$ cat src/tmr_pkg.sv
// constants, field layout and mode encoding of the multimode timer channel
// assumes a single 125 MHz clock domain and a plain address/strobe register port
// Contract
// - after reset the start flag is 0; counting waits for software to set it
// - reading the count while running returns the live counter, count keeps going
// - timer mode: a read coinciding with reload returns all ones
// - event mode: read at reload gives all ones on underflow, zeros on overflow
// - count written while halted reads back before counting begins
// - channels 2, 3 and 4 count two-phase pulses from phase and output pins
// - one-shot: clearing start mid-count stops, reloads, drives output low, requests interrupt
// - one-shot output follows the internal count source, up to one source cycle late
// - selecting one-shot after reset or from timer/event mode requests an interrupt
// - one-shot retrigger: one more decrement, then reload and keep counting
// - selecting PWM after reset or from timer/event mode requests an interrupt
// - PWM: clearing start stops; a high output goes low and requests an interrupt
// - PWM: clearing start with output low leaves pin and request unchanged
package tmr_pkg;
  localparam int CNT_W = 16;
  localparam int ADDR_W = 4;
  localparam logic [ADDR_W-1:0] ADDR_CTRL = 4'h0;
  localparam logic [ADDR_W-1:0] ADDR_COUNT = 4'h4;
  localparam logic [ADDR_W-1:0] ADDR_STAT = 4'h8;
  localparam logic [ADDR_W-1:0] ADDR_MASK = 4'hc;
  localparam int CTRL_START = 0;
  localparam int CTRL_MODE = 1;
  localparam int CTRL_TRIG_EXT = 3;
  localparam int CTRL_UP = 4;
  localparam int CTRL_FREE = 5;
  localparam int CTRL_TWO_PH = 6;
  localparam int CTRL_SW_TRIG = 7;
  localparam int STAT_IRQ = 0;
  localparam logic [CNT_W-1:0] CNT_RST = 16'h0000;
  localparam logic [CNT_W-1:0] CNT_ONES = 16'hffff;
  localparam logic [CNT_W-1:0] CNT_ZERO = 16'h0000;
  localparam int SRC_DIV_DEF = 4;
  localparam int CH_IDX_DEF = 2;
  localparam int PIN_N = 3;
  localparam int PIN_TRIG = 0;
  localparam int PIN_PHASE = 1;
  localparam int PIN_OUT = 2;
  typedef enum logic [1:0] {
    MODE_TIMER = 2'b00,
    MODE_EVENT = 2'b01,
    MODE_ONESHOT = 2'b10,
    MODE_PWM = 2'b11
  } mode_t;
endpackage : tmr_pkg

$ cat src/pin_if.sv
// filtered pin levels and edges passed from the synchroniser to the channel
// assumes both ends run on ref_clk
`timescale 1ns/1ps
interface pin_if #(parameter int N = 3);
  logic [N-1:0] lvl;
  logic [N-1:0] rise;
  logic [N-1:0] fall;
  modport src (output lvl, output rise, output fall);
  modport dst (input lvl, input rise, input fall);
endinterface : pin_if

$ cat src/pin_sync.sv
// three-flop synchroniser with agreement filter for asynchronous pins
// assumes pins are asynchronous to ref_clk
`timescale 1ns/1ps
module pin_sync #(
  parameter int N = 3
) (
  input wire logic ref_clk,
  input wire logic rst_b,
  input wire logic [N-1:0] pin,
  pin_if.src sync
);
  logic [N-1:0] s1_r, s2_r, s3_r, lvl_r, rise_r, fall_r;
  logic [N-1:0] lvl_nxt, rise_nxt, fall_nxt;

  always_comb begin
    lvl_nxt = lvl_r;
    for (int i = 0; i < N; i++) begin
      // a change counts once the second and third stages agree
      if (s2_r[i] == s3_r[i]) begin
        lvl_nxt[i] = s2_r[i];
      end
    end
    rise_nxt = lvl_nxt & ~lvl_r;
    fall_nxt = ~lvl_nxt & lvl_r;
  end

  always_ff @(posedge ref_clk or negedge rst_b) begin
    if (!rst_b) begin
      s1_r <= '0;
      s2_r <= '0;
      s3_r <= '0;
      lvl_r <= '0;
      rise_r <= '0;
      fall_r <= '0;
    end else begin
      s1_r <= pin;
      s2_r <= s1_r;
      s3_r <= s2_r;
      lvl_r <= lvl_nxt;
      rise_r <= rise_nxt;
      fall_r <= fall_nxt;
    end
  end

  assign sync.lvl = lvl_r;
  assign sync.rise = rise_r;
  assign sync.fall = fall_r;
endmodule : pin_sync

$ cat src/timer_a_multimode_counter.sv
// one timer channel: timer, event counter, one-shot and PWM modes with register port
// assumes software drives single-cycle strobes on ref_clk; pins are asynchronous
`timescale 1ns/1ps
module timer_a_multimode_counter #(
  parameter int SRC_DIV = tmr_pkg::SRC_DIV_DEF,
  parameter int CH_IDX = tmr_pkg::CH_IDX_DEF
) (
  input wire logic ref_clk,
  input wire logic rst_b,
  input wire logic [tmr_pkg::ADDR_W-1:0] addr,
  input wire logic [tmr_pkg::CNT_W-1:0] wdata,
  input wire logic wr_en,
  input wire logic rd_en,
  output logic [tmr_pkg::CNT_W-1:0] rdata,
  input wire logic timer_trigger_input_pin,
  input wire logic timer_phase_input_pin,
  input wire logic timer_output_pin_in,
  output logic timer_output_pin_out,
  output logic timer_output_pin_oe,
  output logic irq
);
  localparam bit TWO_PH_OK = (CH_IDX >= 2) && (CH_IDX <= 4);
  localparam int DIV_W = (SRC_DIV > 1) ? $clog2(SRC_DIV) : 1;
  localparam logic [DIV_W-1:0] DIV_LAST = DIV_W'(SRC_DIV - 1);

  function automatic logic [tmr_pkg::CNT_W-1:0] step(input logic [tmr_pkg::CNT_W-1:0] v, input logic up);
    step = up ? tmr_pkg::CNT_W'(v + 1'b1) : tmr_pkg::CNT_W'(v - 1'b1);
  endfunction : step

  function automatic logic timed_mode(input tmr_pkg::mode_t m);
    timed_mode = (m == tmr_pkg::MODE_TIMER) || (m == tmr_pkg::MODE_EVENT);
  endfunction : timed_mode

  pin_if #(.N(tmr_pkg::PIN_N)) pins ();

  pin_sync #(.N(tmr_pkg::PIN_N)) u_sync (
    .ref_clk(ref_clk),
    .rst_b(rst_b),
    .pin({timer_output_pin_in, timer_phase_input_pin, timer_trigger_input_pin}),
    .sync(pins)
  );

  // count source divider
  logic [DIV_W-1:0] div_r, div_nxt;
  logic tick_r, tick_nxt;

  always_comb begin
    div_nxt = (div_r == DIV_LAST) ? '0 : DIV_W'(div_r + 1'b1);
    tick_nxt = (div_r == DIV_LAST);
  end

  always_ff @(posedge ref_clk or negedge rst_b) begin
    if (!rst_b) begin
      div_r <= '0;
      tick_r <= 1'b0;
    end else begin
      div_r <= div_nxt;
      tick_r <= tick_nxt;
    end
  end

  // channel state
  logic start_r, start_nxt;
  tmr_pkg::mode_t mode_r, mode_nxt;
  logic trig_ext_r, trig_ext_nxt;
  logic up_r, up_nxt;
  logic free_r, free_nxt;
  logic two_ph_r, two_ph_nxt;
  logic [tmr_pkg::CNT_W-1:0] cnt_r, cnt_nxt;
  logic [tmr_pkg::CNT_W-1:0] reload_r, reload_nxt;
  logic run_r, run_nxt;
  logic pend_r, pend_nxt;
  logic retrig_r, retrig_nxt;
  logic out_r, out_nxt;
  logic oe_r, oe_nxt;
  logic stat_r, stat_nxt;
  logic mask_r, mask_nxt;
  logic irq_r, irq_nxt;
  logic [tmr_pkg::CNT_W-1:0] rdata_r, rdata_nxt;
  logic rl_now;
  logic [tmr_pkg::CNT_W-1:0] rl_val;
  logic set_irq;
  logic ev_pulse;
  logic ev_up;
  logic trig;
  logic wr_ctrl, wr_count, wr_stat, wr_mask;
  tmr_pkg::mode_t wmode;

  always_comb begin
    start_nxt = start_r;
    mode_nxt = mode_r;
    trig_ext_nxt = trig_ext_r;
    up_nxt = up_r;
    free_nxt = free_r;
    two_ph_nxt = two_ph_r;
    cnt_nxt = cnt_r;
    reload_nxt = reload_r;
    run_nxt = run_r;
    pend_nxt = pend_r;
    retrig_nxt = retrig_r;
    out_nxt = out_r;
    mask_nxt = mask_r;
    rl_now = 1'b0;
    rl_val = tmr_pkg::CNT_ONES;
    set_irq = 1'b0;
    wr_ctrl = wr_en && (addr == tmr_pkg::ADDR_CTRL);
    wr_count = wr_en && (addr == tmr_pkg::ADDR_COUNT);
    wr_stat = wr_en && (addr == tmr_pkg::ADDR_STAT);
    wr_mask = wr_en && (addr == tmr_pkg::ADDR_MASK);
    wmode = tmr_pkg::mode_t'(wdata[tmr_pkg::CTRL_MODE +: 2]);
    ev_up = (two_ph_r && TWO_PH_OK) ? pins.lvl[tmr_pkg::PIN_OUT] : up_r;
    ev_pulse = (two_ph_r && TWO_PH_OK) ? pins.rise[tmr_pkg::PIN_PHASE] : pins.rise[tmr_pkg::PIN_TRIG];
    trig = trig_ext_r ? pins.rise[tmr_pkg::PIN_TRIG] : (wr_ctrl && wdata[tmr_pkg::CTRL_SW_TRIG]);

    if (start_r) begin
      case (mode_r)
        tmr_pkg::MODE_TIMER: begin
          if (tick_r) begin
            if (cnt_r == tmr_pkg::CNT_ZERO) begin
              cnt_nxt = reload_r;
              rl_now = 1'b1;
              set_irq = 1'b1;
            end else begin
              cnt_nxt = step(cnt_r, 1'b0);
            end
          end
        end
        tmr_pkg::MODE_EVENT: begin
          if (ev_pulse) begin
            if (ev_up && cnt_r == tmr_pkg::CNT_ONES) begin
              cnt_nxt = free_r ? tmr_pkg::CNT_ZERO : reload_r;
              rl_now = 1'b1;
              rl_val = tmr_pkg::CNT_ZERO;
              set_irq = 1'b1;
            end else if (!ev_up && cnt_r == tmr_pkg::CNT_ZERO) begin
              cnt_nxt = free_r ? tmr_pkg::CNT_ONES : reload_r;
              rl_now = 1'b1;
              rl_val = tmr_pkg::CNT_ONES;
              set_irq = 1'b1;
            end else begin
              cnt_nxt = step(cnt_r, ev_up);
            end
          end
        end
        tmr_pkg::MODE_ONESHOT: begin
          // triggers wait for the count source so the output lines up with it
          if (trig) begin
            pend_nxt = 1'b1;
          end
          if (tick_r) begin
            if (pend_r && !run_r) begin
              pend_nxt = trig;
              run_nxt = 1'b1;
              out_nxt = 1'b1;
              cnt_nxt = reload_r;
            end else if (run_r && retrig_r) begin
              retrig_nxt = 1'b0;
              cnt_nxt = reload_r;
            end else if (run_r && pend_r) begin
              pend_nxt = trig;
              retrig_nxt = 1'b1;
              cnt_nxt = step(cnt_r, 1'b0);
            end else if (run_r) begin
              if (cnt_r == tmr_pkg::CNT_ZERO) begin
                run_nxt = 1'b0;
                out_nxt = 1'b0;
                cnt_nxt = reload_r;
                set_irq = 1'b1;
              end else begin
                cnt_nxt = step(cnt_r, 1'b0);
              end
            end
          end
        end
        tmr_pkg::MODE_PWM: begin
          if (tick_r) begin
            if (cnt_r == tmr_pkg::CNT_ZERO) begin
              out_nxt = !out_r;
              cnt_nxt = out_r ? ~reload_r : reload_r;
              set_irq = out_r;
            end else begin
              cnt_nxt = step(cnt_r, 1'b0);
            end
          end
        end
        default: begin
          cnt_nxt = cnt_r;
        end
      endcase
    end

    if (wr_count) begin
      reload_nxt = wdata;
      if (!start_r) begin
        cnt_nxt = wdata;
      end
    end

    if (wr_ctrl) begin
      start_nxt = wdata[tmr_pkg::CTRL_START];
      mode_nxt = wmode;
      trig_ext_nxt = wdata[tmr_pkg::CTRL_TRIG_EXT];
      up_nxt = wdata[tmr_pkg::CTRL_UP];
      free_nxt = wdata[tmr_pkg::CTRL_FREE];
      two_ph_nxt = wdata[tmr_pkg::CTRL_TWO_PH] && TWO_PH_OK;
      if (timed_mode(mode_r) && !timed_mode(wmode)) begin
        set_irq = 1'b1;
      end
      if (start_r && !wdata[tmr_pkg::CTRL_START]) begin
        if (mode_r == tmr_pkg::MODE_ONESHOT && run_r) begin
          run_nxt = 1'b0;
          pend_nxt = 1'b0;
          retrig_nxt = 1'b0;
          cnt_nxt = reload_r;
          out_nxt = 1'b0;
          set_irq = 1'b1;
        end else if (mode_r == tmr_pkg::MODE_PWM) begin
          out_nxt = 1'b0;
          set_irq = set_irq || out_r;
        end
      end
      if (!start_r && wdata[tmr_pkg::CTRL_START]) begin
        // reset sequencing state on each start; PWM begins with its high phase
        run_nxt = 1'b0;
        pend_nxt = 1'b0;
        retrig_nxt = 1'b0;
        out_nxt = (wmode == tmr_pkg::MODE_PWM);
        if (wmode == tmr_pkg::MODE_PWM) begin
          cnt_nxt = reload_r;
        end
      end
      if (!wdata[tmr_pkg::CTRL_START] && !start_r) begin
        out_nxt = 1'b0;
      end
    end

    oe_nxt = !(mode_nxt == tmr_pkg::MODE_EVENT && two_ph_nxt);
    // a hardware set in the same cycle as a clear wins
    stat_nxt = (wr_stat && wdata[tmr_pkg::STAT_IRQ]) ? 1'b0 : stat_r;
    stat_nxt = stat_nxt || set_irq;
    if (wr_mask) begin
      mask_nxt = wdata[tmr_pkg::STAT_IRQ];
    end
    irq_nxt = stat_nxt && mask_nxt;

    rdata_nxt = '0;
    if (rd_en) begin
      case (addr)
        tmr_pkg::ADDR_CTRL: rdata_nxt = tmr_pkg::CNT_W'({two_ph_r, free_r, up_r, trig_ext_r, mode_r, start_r});
        tmr_pkg::ADDR_COUNT: rdata_nxt = rl_now ? rl_val : cnt_r;
        tmr_pkg::ADDR_STAT: rdata_nxt = tmr_pkg::CNT_W'({out_r, run_r, stat_r});
        tmr_pkg::ADDR_MASK: rdata_nxt = tmr_pkg::CNT_W'(mask_r);
        default: rdata_nxt = '0;
      endcase
    end
  end

  always_ff @(posedge ref_clk or negedge rst_b) begin
    if (!rst_b) begin
      start_r <= 1'b0;
      mode_r <= tmr_pkg::MODE_TIMER;
      trig_ext_r <= 1'b0;
      up_r <= 1'b0;
      free_r <= 1'b0;
      two_ph_r <= 1'b0;
      cnt_r <= tmr_pkg::CNT_RST;
      reload_r <= tmr_pkg::CNT_RST;
      run_r <= 1'b0;
      pend_r <= 1'b0;
      retrig_r <= 1'b0;
      out_r <= 1'b0;
      oe_r <= 1'b1;
      stat_r <= 1'b0;
      mask_r <= 1'b0;
      irq_r <= 1'b0;
      rdata_r <= '0;
    end else begin
      start_r <= start_nxt;
      mode_r <= mode_nxt;
      trig_ext_r <= trig_ext_nxt;
      up_r <= up_nxt;
      free_r <= free_nxt;
      two_ph_r <= two_ph_nxt;
      cnt_r <= cnt_nxt;
      reload_r <= reload_nxt;
      run_r <= run_nxt;
      pend_r <= pend_nxt;
      retrig_r <= retrig_nxt;
      out_r <= out_nxt;
      oe_r <= oe_nxt;
      stat_r <= stat_nxt;
      mask_r <= mask_nxt;
      irq_r <= irq_nxt;
      rdata_r <= rdata_nxt;
    end
  end

  assign rdata = rdata_r;
  assign timer_output_pin_out = out_r;
  assign timer_output_pin_oe = oe_r;
  assign irq = irq_r;
endmodule : timer_a_multimode_counter

$ cat config.mk
export PLATFORM = sky130hd
export DESIGN_NAME = timer_a_multimode_counter
export DESIGN_NICKNAME = d
export VERILOG_FILES = /design/src/tmr_pkg.sv /design/src/pin_if.sv /design/src/pin_sync.sv /design/src/timer_a_multimode_counter.sv
export SDC_FILE = /design/constraint.sdc
export NUM_CORES = 1
export LEC_CHECK = 0
export BUFFER_PORTS_ARGS = -buffer_cell sky130_fd_sc_hd__buf_2
export CAP_MARGIN = 10
export CORE_UTILIZATION = 35
export DETAILED_ROUTE_END_ITERATION = 8
export GPL_TIMING_DRIVEN = 0
export REMOVE_ABC_BUFFERS = 1
export SYNTH_ARGS = -nofsm -noshare
export SYNTH_HDL_FRONTEND = slang
export SYNTH_SLANG_ARGS = --single-unit
export TNS_END_PERCENT = 1
$ cat constraint.sdc
create_clock -name ref_clk -period 4.1 [get_ports ref_clk]
set_clock_uncertainty 0.15 [all_clocks]
set_input_delay 0.82 -clock ref_clk [delete_from_list [all_inputs] [get_ports ref_clk]]
set_output_delay 0.82 -clock ref_clk [all_outputs]
set_load 0.01 [all_outputs]
==> results of run 1 <==
[registers in the layout (all words and copies together) (netlist names), 2 cells and up]
name	count
cnt_r	16
div_r	2
mode_r	2
rdata	16
reload_r	16
u_sync.s1_r	3
u_sync.s2_r	3
u_sync.s3_r	3
u_sync.sync.lvl	3
u_sync.sync.rise	2
[worst min path at each step]
| stage | start | to | cells past startpoint |
|---|---|---|---|
| after floorplan | u_sync.s1_r[0] | u_sync.s2_r[0] | 0 |
| after global placement | u_sync.s1_r[0] | u_sync.s2_r[0] | 0 |
| after detailed placement | u_sync.s1_r[0] | u_sync.s2_r[0] | 0 |
| after CTS | u_sync.s1_r[0] | u_sync.s2_r[0] | 0 |
| after global routing | u_sync.s1_r[0] | u_sync.s2_r[0] | 0 |
| final | u_sync.s1_r[0] | u_sync.s2_r[0] | 0 |
[area by class of cell]
| cell class | count | area, um^2 | share of cell area, % |
|---|---|---|---|
| clock inverters | 7 | 83.8 | 1.13 |
| clock buffers | 9 | 225 | 3.05 |
| flip-flops and latches | 80 | 2000 | 27.1 |
| inverters | 17 | 66.3 | 0.897 |
| well taps | 260 | 325 | 4.40 |
| multi-input cells | 716 | 4370 | 59.1 |
| repair buffers | 52 | 320 | 4.33 |
[synth_stat cells, types with 15 or more instances]
library cell and number:
xnor2_1 19, o21ai_0 70, nor2_1 75, dfrtp_1 79
nor3_1 26, o211ai_1 23, inv_1 16, a21oi_1 71
nand3_1 30, nand4_1 16, nand2_1 114, a31oi_1 19
clkbuf_1 61, o21ai_1 15
[critical path, delay by kind of cell (launching register included)]
| family | cells | cell delay, ns |
|---|---|---|
| fa+ha+maj | 1 | 0.38 |
| flops | 1 | 0.79 |
| simple gates | 4 | 2.07 |
| compound gates | 3 | 0.52 |
[routing by layer]
layer | vias to the layer above | global-route usage (%)
met5 | - | 0
met4 | 0 | 14.8
met3 | 100 | 6.15
met2 | 485 | 42.6
met1 | 3574 | 37.7
li1 | 3313 | -
[kinds of logic (layout without fill, tap and decap cells)]
family          Yosys count  in the layout  synth area share, %
flops                    80             80                 29.5
xor+xnor                 31             31                 4.00
simple gates            335            335                 24.4
compound gates          324            324                 31.5
buf+inv                 103             85                 6.35
fa+ha+maj                 9              9                 1.55
mux                      17             17                 2.71
[per-stage QoR]
stage	TNS, ns	hold slack (ns)	setup slack, ns	total power, mW
2_1_floorplan	0	0.181	0.823	2.74
3_3_place_gp	-10.65	0.182	-0.541	3.49
3_5_place_dp	-8.63	0.187	-0.579	3.51
4_1_cts	0	0.202	0.124	4.38
5_1_grt	0	0.204	0.0163	4.76
6_report	0	0.199	0.125	4.50
[repair_timing]
action                                  in CTS  in global routing
pin swaps                                    2                  0
setup buffers                                4                  0
endpoints found under the setup margin      26                 10
gates cloned                                 0                  0
hold endpoints to repair                     0                  0
resized for setup                            2                  3
[where the power goes]
group,internal [mW],total (mW),switching (mW)
sequential,0.939,1.66,0.718
clock,0.485,0.867,0.382
combinational,0.787,1.98,1.19
==> qor.txt, run 1 <==
Fill count = 1951
Synthesized area per cell = 7.54 um^2
Worst-Margin Slew = 1.31 ns
Initial core utilization = 36.0%
Finish-stage setup viols = 0
WL met3 = 2890 um
DP Area = 7020 um^2
Critical Path, Cell by Cell = ha_1 -> nand4_1 -> or4_1 -> nor4_1 -> a2bb2oi_1 -> a31oi_1 -> nand4b_1 -> o221a_2
M1 WL = 11200 um
CTS max path bufs = 2
CTS tree = yes
Status = complete, no violations
CP arrival = 4.13 ns
Synthesized area = 6780 um^2
Synth Warn # = 0
Fin crit share = 97.0%
Root Buffer = clkbuf_16
CP peak stage delay = 0.99 ns
Most frequent cells in the layout = 114 x nand2_1, 78 x dfrtp_1, 75 x nor2_1
I/O Buffers = 45
Final min period = 3.98 ns
Number of diodes = 0
CTS Hold Bufs = 0
Row cnt = 50
Vias = 7472
Top Layer Used = met4
Final-report hold violation count = 0
Antenna violations before repair = 0
Placed Instances = 1120
CP Capture Type = register
Post-layout util = 39.3%
DRC violations left = 0
Post-route insts no fill = 1141
Fmax = 252 MHz
Commonest non-fill, non-tap cell in the layout = nand2_1
PwrDens = 609 nW/um^2
CTS buffer count = 9
Core box area = 18800 um^2
MaxCap Viol Count = 0
Routed wire length = 27200 um
Layout cells sized above 1 = 12.3%
Sequential share of the synthesized area = 29.5%
Fin area = 7400 um^2
CP Capture Point = cnt_r[9]
Vias per std cell = 6.55
Pre-antenna DRT Iters = 5
HPWL Detailed = 17800 um
Initial drt markers = 996
Crit path from = cnt_r[0]
Post-synth cell types = 85
Die Y = 141 um
Final number of max-transition violations = 0
Area Overhead vs Synth = 9.06%
Die Width = 141 um
Critical path class = register to register
Main flop type after synthesis = dfrtp_1
Top-area cell type share of the netlist area = 29.2%
Met2 wire length = 11700 um
Worst r2r dst = cnt_r[9]
Remaining antenna violation count = 0
RSZ-0062 raised after global routing = no
Slowest CP cell = nor4_1
Die ar. = 19900 um^2
Reg clk slew, reported paths = 0.06 ns
Vias in the first global route = 6994
CP Data Required Time = 4.25 ns
First-pass GRT wire length = 42200 um
Yosys top cell by area = dfrtp_1
Hold/Removal Path Class = register to register
Max IR drop VDD = 0.272 mV
Number of synthesized flops with an enable pin = 0
Io pins = 46
Largest net degree at the start of global routing = 53
Clock sinks = 80
FF-to-FF setup slack = 0.12 ns
Max FO, Critical Path = 18
Final nets = 909
Clk_lat worst skew = 0.36 ns
Async SR Flop Fraction = 100%
Leak Pwr = 2.91 nW
Crit path launch type = register
R2R Path Start = cnt_r[0]
Largest cells by area after synthesis = dfrtp_1 29%, nand2_1 6.3%, a21oi_1 5.2%, o21ai_0 5.2%, nor2_1 4.2%
GR Overflow Total = 0
Gate Count Post-Synth = 899
Max-slew headroom = 12.5%
Worst Reg-to-Reg Cells = 8
Placer Congestion = 0.969
Yosys reg bits = 80
Total Routing Usage GR = 28.2%
# H-tree levels = 3
Per-cell routed wire length = 23.8 um
No activity file was read; power rests on OpenSTA's default activity.
==> inputs of run 2 (changes only) <==
- CORE_UTILIZATION: 35 -> 45
==> run 2 against run 1 <==
The run now ends with DRC, setup timing left. Design area rose by 0.20%. Clock-buffer cell count unchanged. Non-clock buffer count is 5 higher. Critical path type unchanged. Critical endpoint is now cnt_r[5]. Largest cell class unchanged. Largest power group unchanged. Highest routed layer unchanged.
==> qor.txt, run 2 (synthesis gave the netlist of run 1 again) <==
Status = finished, violations left
Failing checks = DRC, setup timing
Die ar. = 15600 um^2
Antenna violations before repair = 0
Max IR drop VDD = 0.385 mV
RSZ-0062 raised after global routing = no
Clock sinks = 80
Initial core utilization = 46.3%
I/O Buffers = 45
Fmax = 243 MHz
Finish-stage setup viols = 1
Most frequent cells in the layout = 114 x nand2_1, 78 x dfrtp_1, 75 x nor2_1
Largest net degree at the start of global routing = 47
Per-cell routed wire length = 27.0 um
Commonest non-fill, non-tap cell in the layout = nand2_1
Max FO, Critical Path = 23
Fin crit share = 100%
Post-route insts no fill = 1070
Max-slew headroom = 20.3%
Fin Setup TNS = -0.00969 ns
Die Y = 125 um
Root Buffer = clkbuf_16
Die Width = 125 um
WHS = 0.200 ns
Placer Congestion = 0.979
Remaining antenna violation count = 0
CP arrival = 4.21 ns
Crit path launch type = register
Vias per std cell = 7.24
CP Capture Type = register
Fin area = 7410 um^2
Critical path class = register to register
FF-to-FF setup slack = -0.01 ns
CP Data Required Time = 4.20 ns
Layout cells sized above 1 = 12.9%
Core box area = 14600 um^2
Post-layout util = 50.6%
GR Overflow Total = 0
CTS tree = yes
Hold/Removal Path Class = register to register
Io pins = 46
Fin worst setup slack = -0.00969 ns
Area Overhead vs Synth = 9.28%
Vias = 7748
Reg clk slew, reported paths = 0.07 ns
CTS buffer count = 9
Number of diodes = 0
First-pass GRT wire length = 44000 um
DRC violations left = 4
DP Area = 6940 um^2
Pre-antenna DRT Iters = 8
Final-report hold violation count = 0
Leak Pwr = 2.94 nW
Vias in the first global route = 7221
Placed Instances = 1046
Initial drt markers = 1506
CTS max path bufs = 2
CTS Hold Bufs = 0
HPWL Detailed = 18600 um
Final number of max-transition violations = 0
Routed wire length = 28800 um
# H-tree levels = 3
Worst-Margin Slew = 1.20 ns
Final nets = 914
MaxCap Viol Count = 0
Row cnt = 44
Total Routing Usage GR = 37.5%
Final min period = 4.11 ns
Clk_lat worst skew = 0.36 ns
PwrDens = 627 nW/um^2
==> run 2: timing repair <==
item | 4_1_cts | 5_1_grt
setup buffers | 2 | 3
pin swaps | 1 | 1
endpoints found under the hold margin | 0 | 0
gates resized for setup | 4 | 4
setup endpoints to repair | 26 | 25
==> run 2: area by class of cell <==
| cell class | instances | area, um^2 |
|---|---|---|
| clock buffers | 9 | 225 |
| clock inverters | 7 | 106 |
| fillers | 1465 | 7230 |
| inverters | 17 | 68.8 |
| multi-input cells | 716 | 4380 |
| flip-flops and latches | 80 | 2000 |
| well taps | 184 | 230 |
| repair buffers | 57 | 395 |
==> run 2: stage by stage <==
stage	power, mW	setup slack (ns)
6_report	4.64	-0.00969
4_1_cts	4.49	0.0326
2_1_floorplan	2.74	0.823
5_1_grt	4.84	0.0179
3_5_place_dp	3.54	-0.539
3_3_place_gp	3.49	-0.666
==> run 2: final timing paths <==
kind / to / depth (start not counted) / from
max: cnt_r[5] / 7 / cnt_r[2]
min: u_sync.s2_r[0] / 0 / u_sync.s1_r[0]
max reg2reg: cnt_r[5] / 7 / cnt_r[2]
min reg2reg: u_sync.s2_r[0] / 0 / u_sync.s1_r[0]
max in group asynchronous: timer_output_pin_oe / 2 / rst_b
min in group asynchronous: rdata[1] / 1 / rst_b
==> run 2: report_power, final <==
part	switching [mW]	internal, mW	total [mW]
combinational	1.23	0.797	2.02
clock	0.397	0.546	0.944
sequential	0.740	0.938	1.68
total	2.36	2.28	4.64
==> run 2: critical path: stages, from the launching register on <==
cell      delay [ns]
dfrtp_1         0.70
nor4_4          0.71
nand4_2         0.59
nor3_1          0.74
a21oi_1         0.41
o21ai_0         0.31
o211ai_1        0.15
o221a_2         0.24
==> run 2: layer usage <==
layer | track usage, % | routed length [um] | vias up
met2 | 54.4 | 12300 | 600
met3 | 7.56 | 3300 | 118
met1 | 51.9 | 11800 | 3714
li1 | - | - | 3316
met5 | 0 | 0 | -
met4 | 20.6 | 1400 | 0
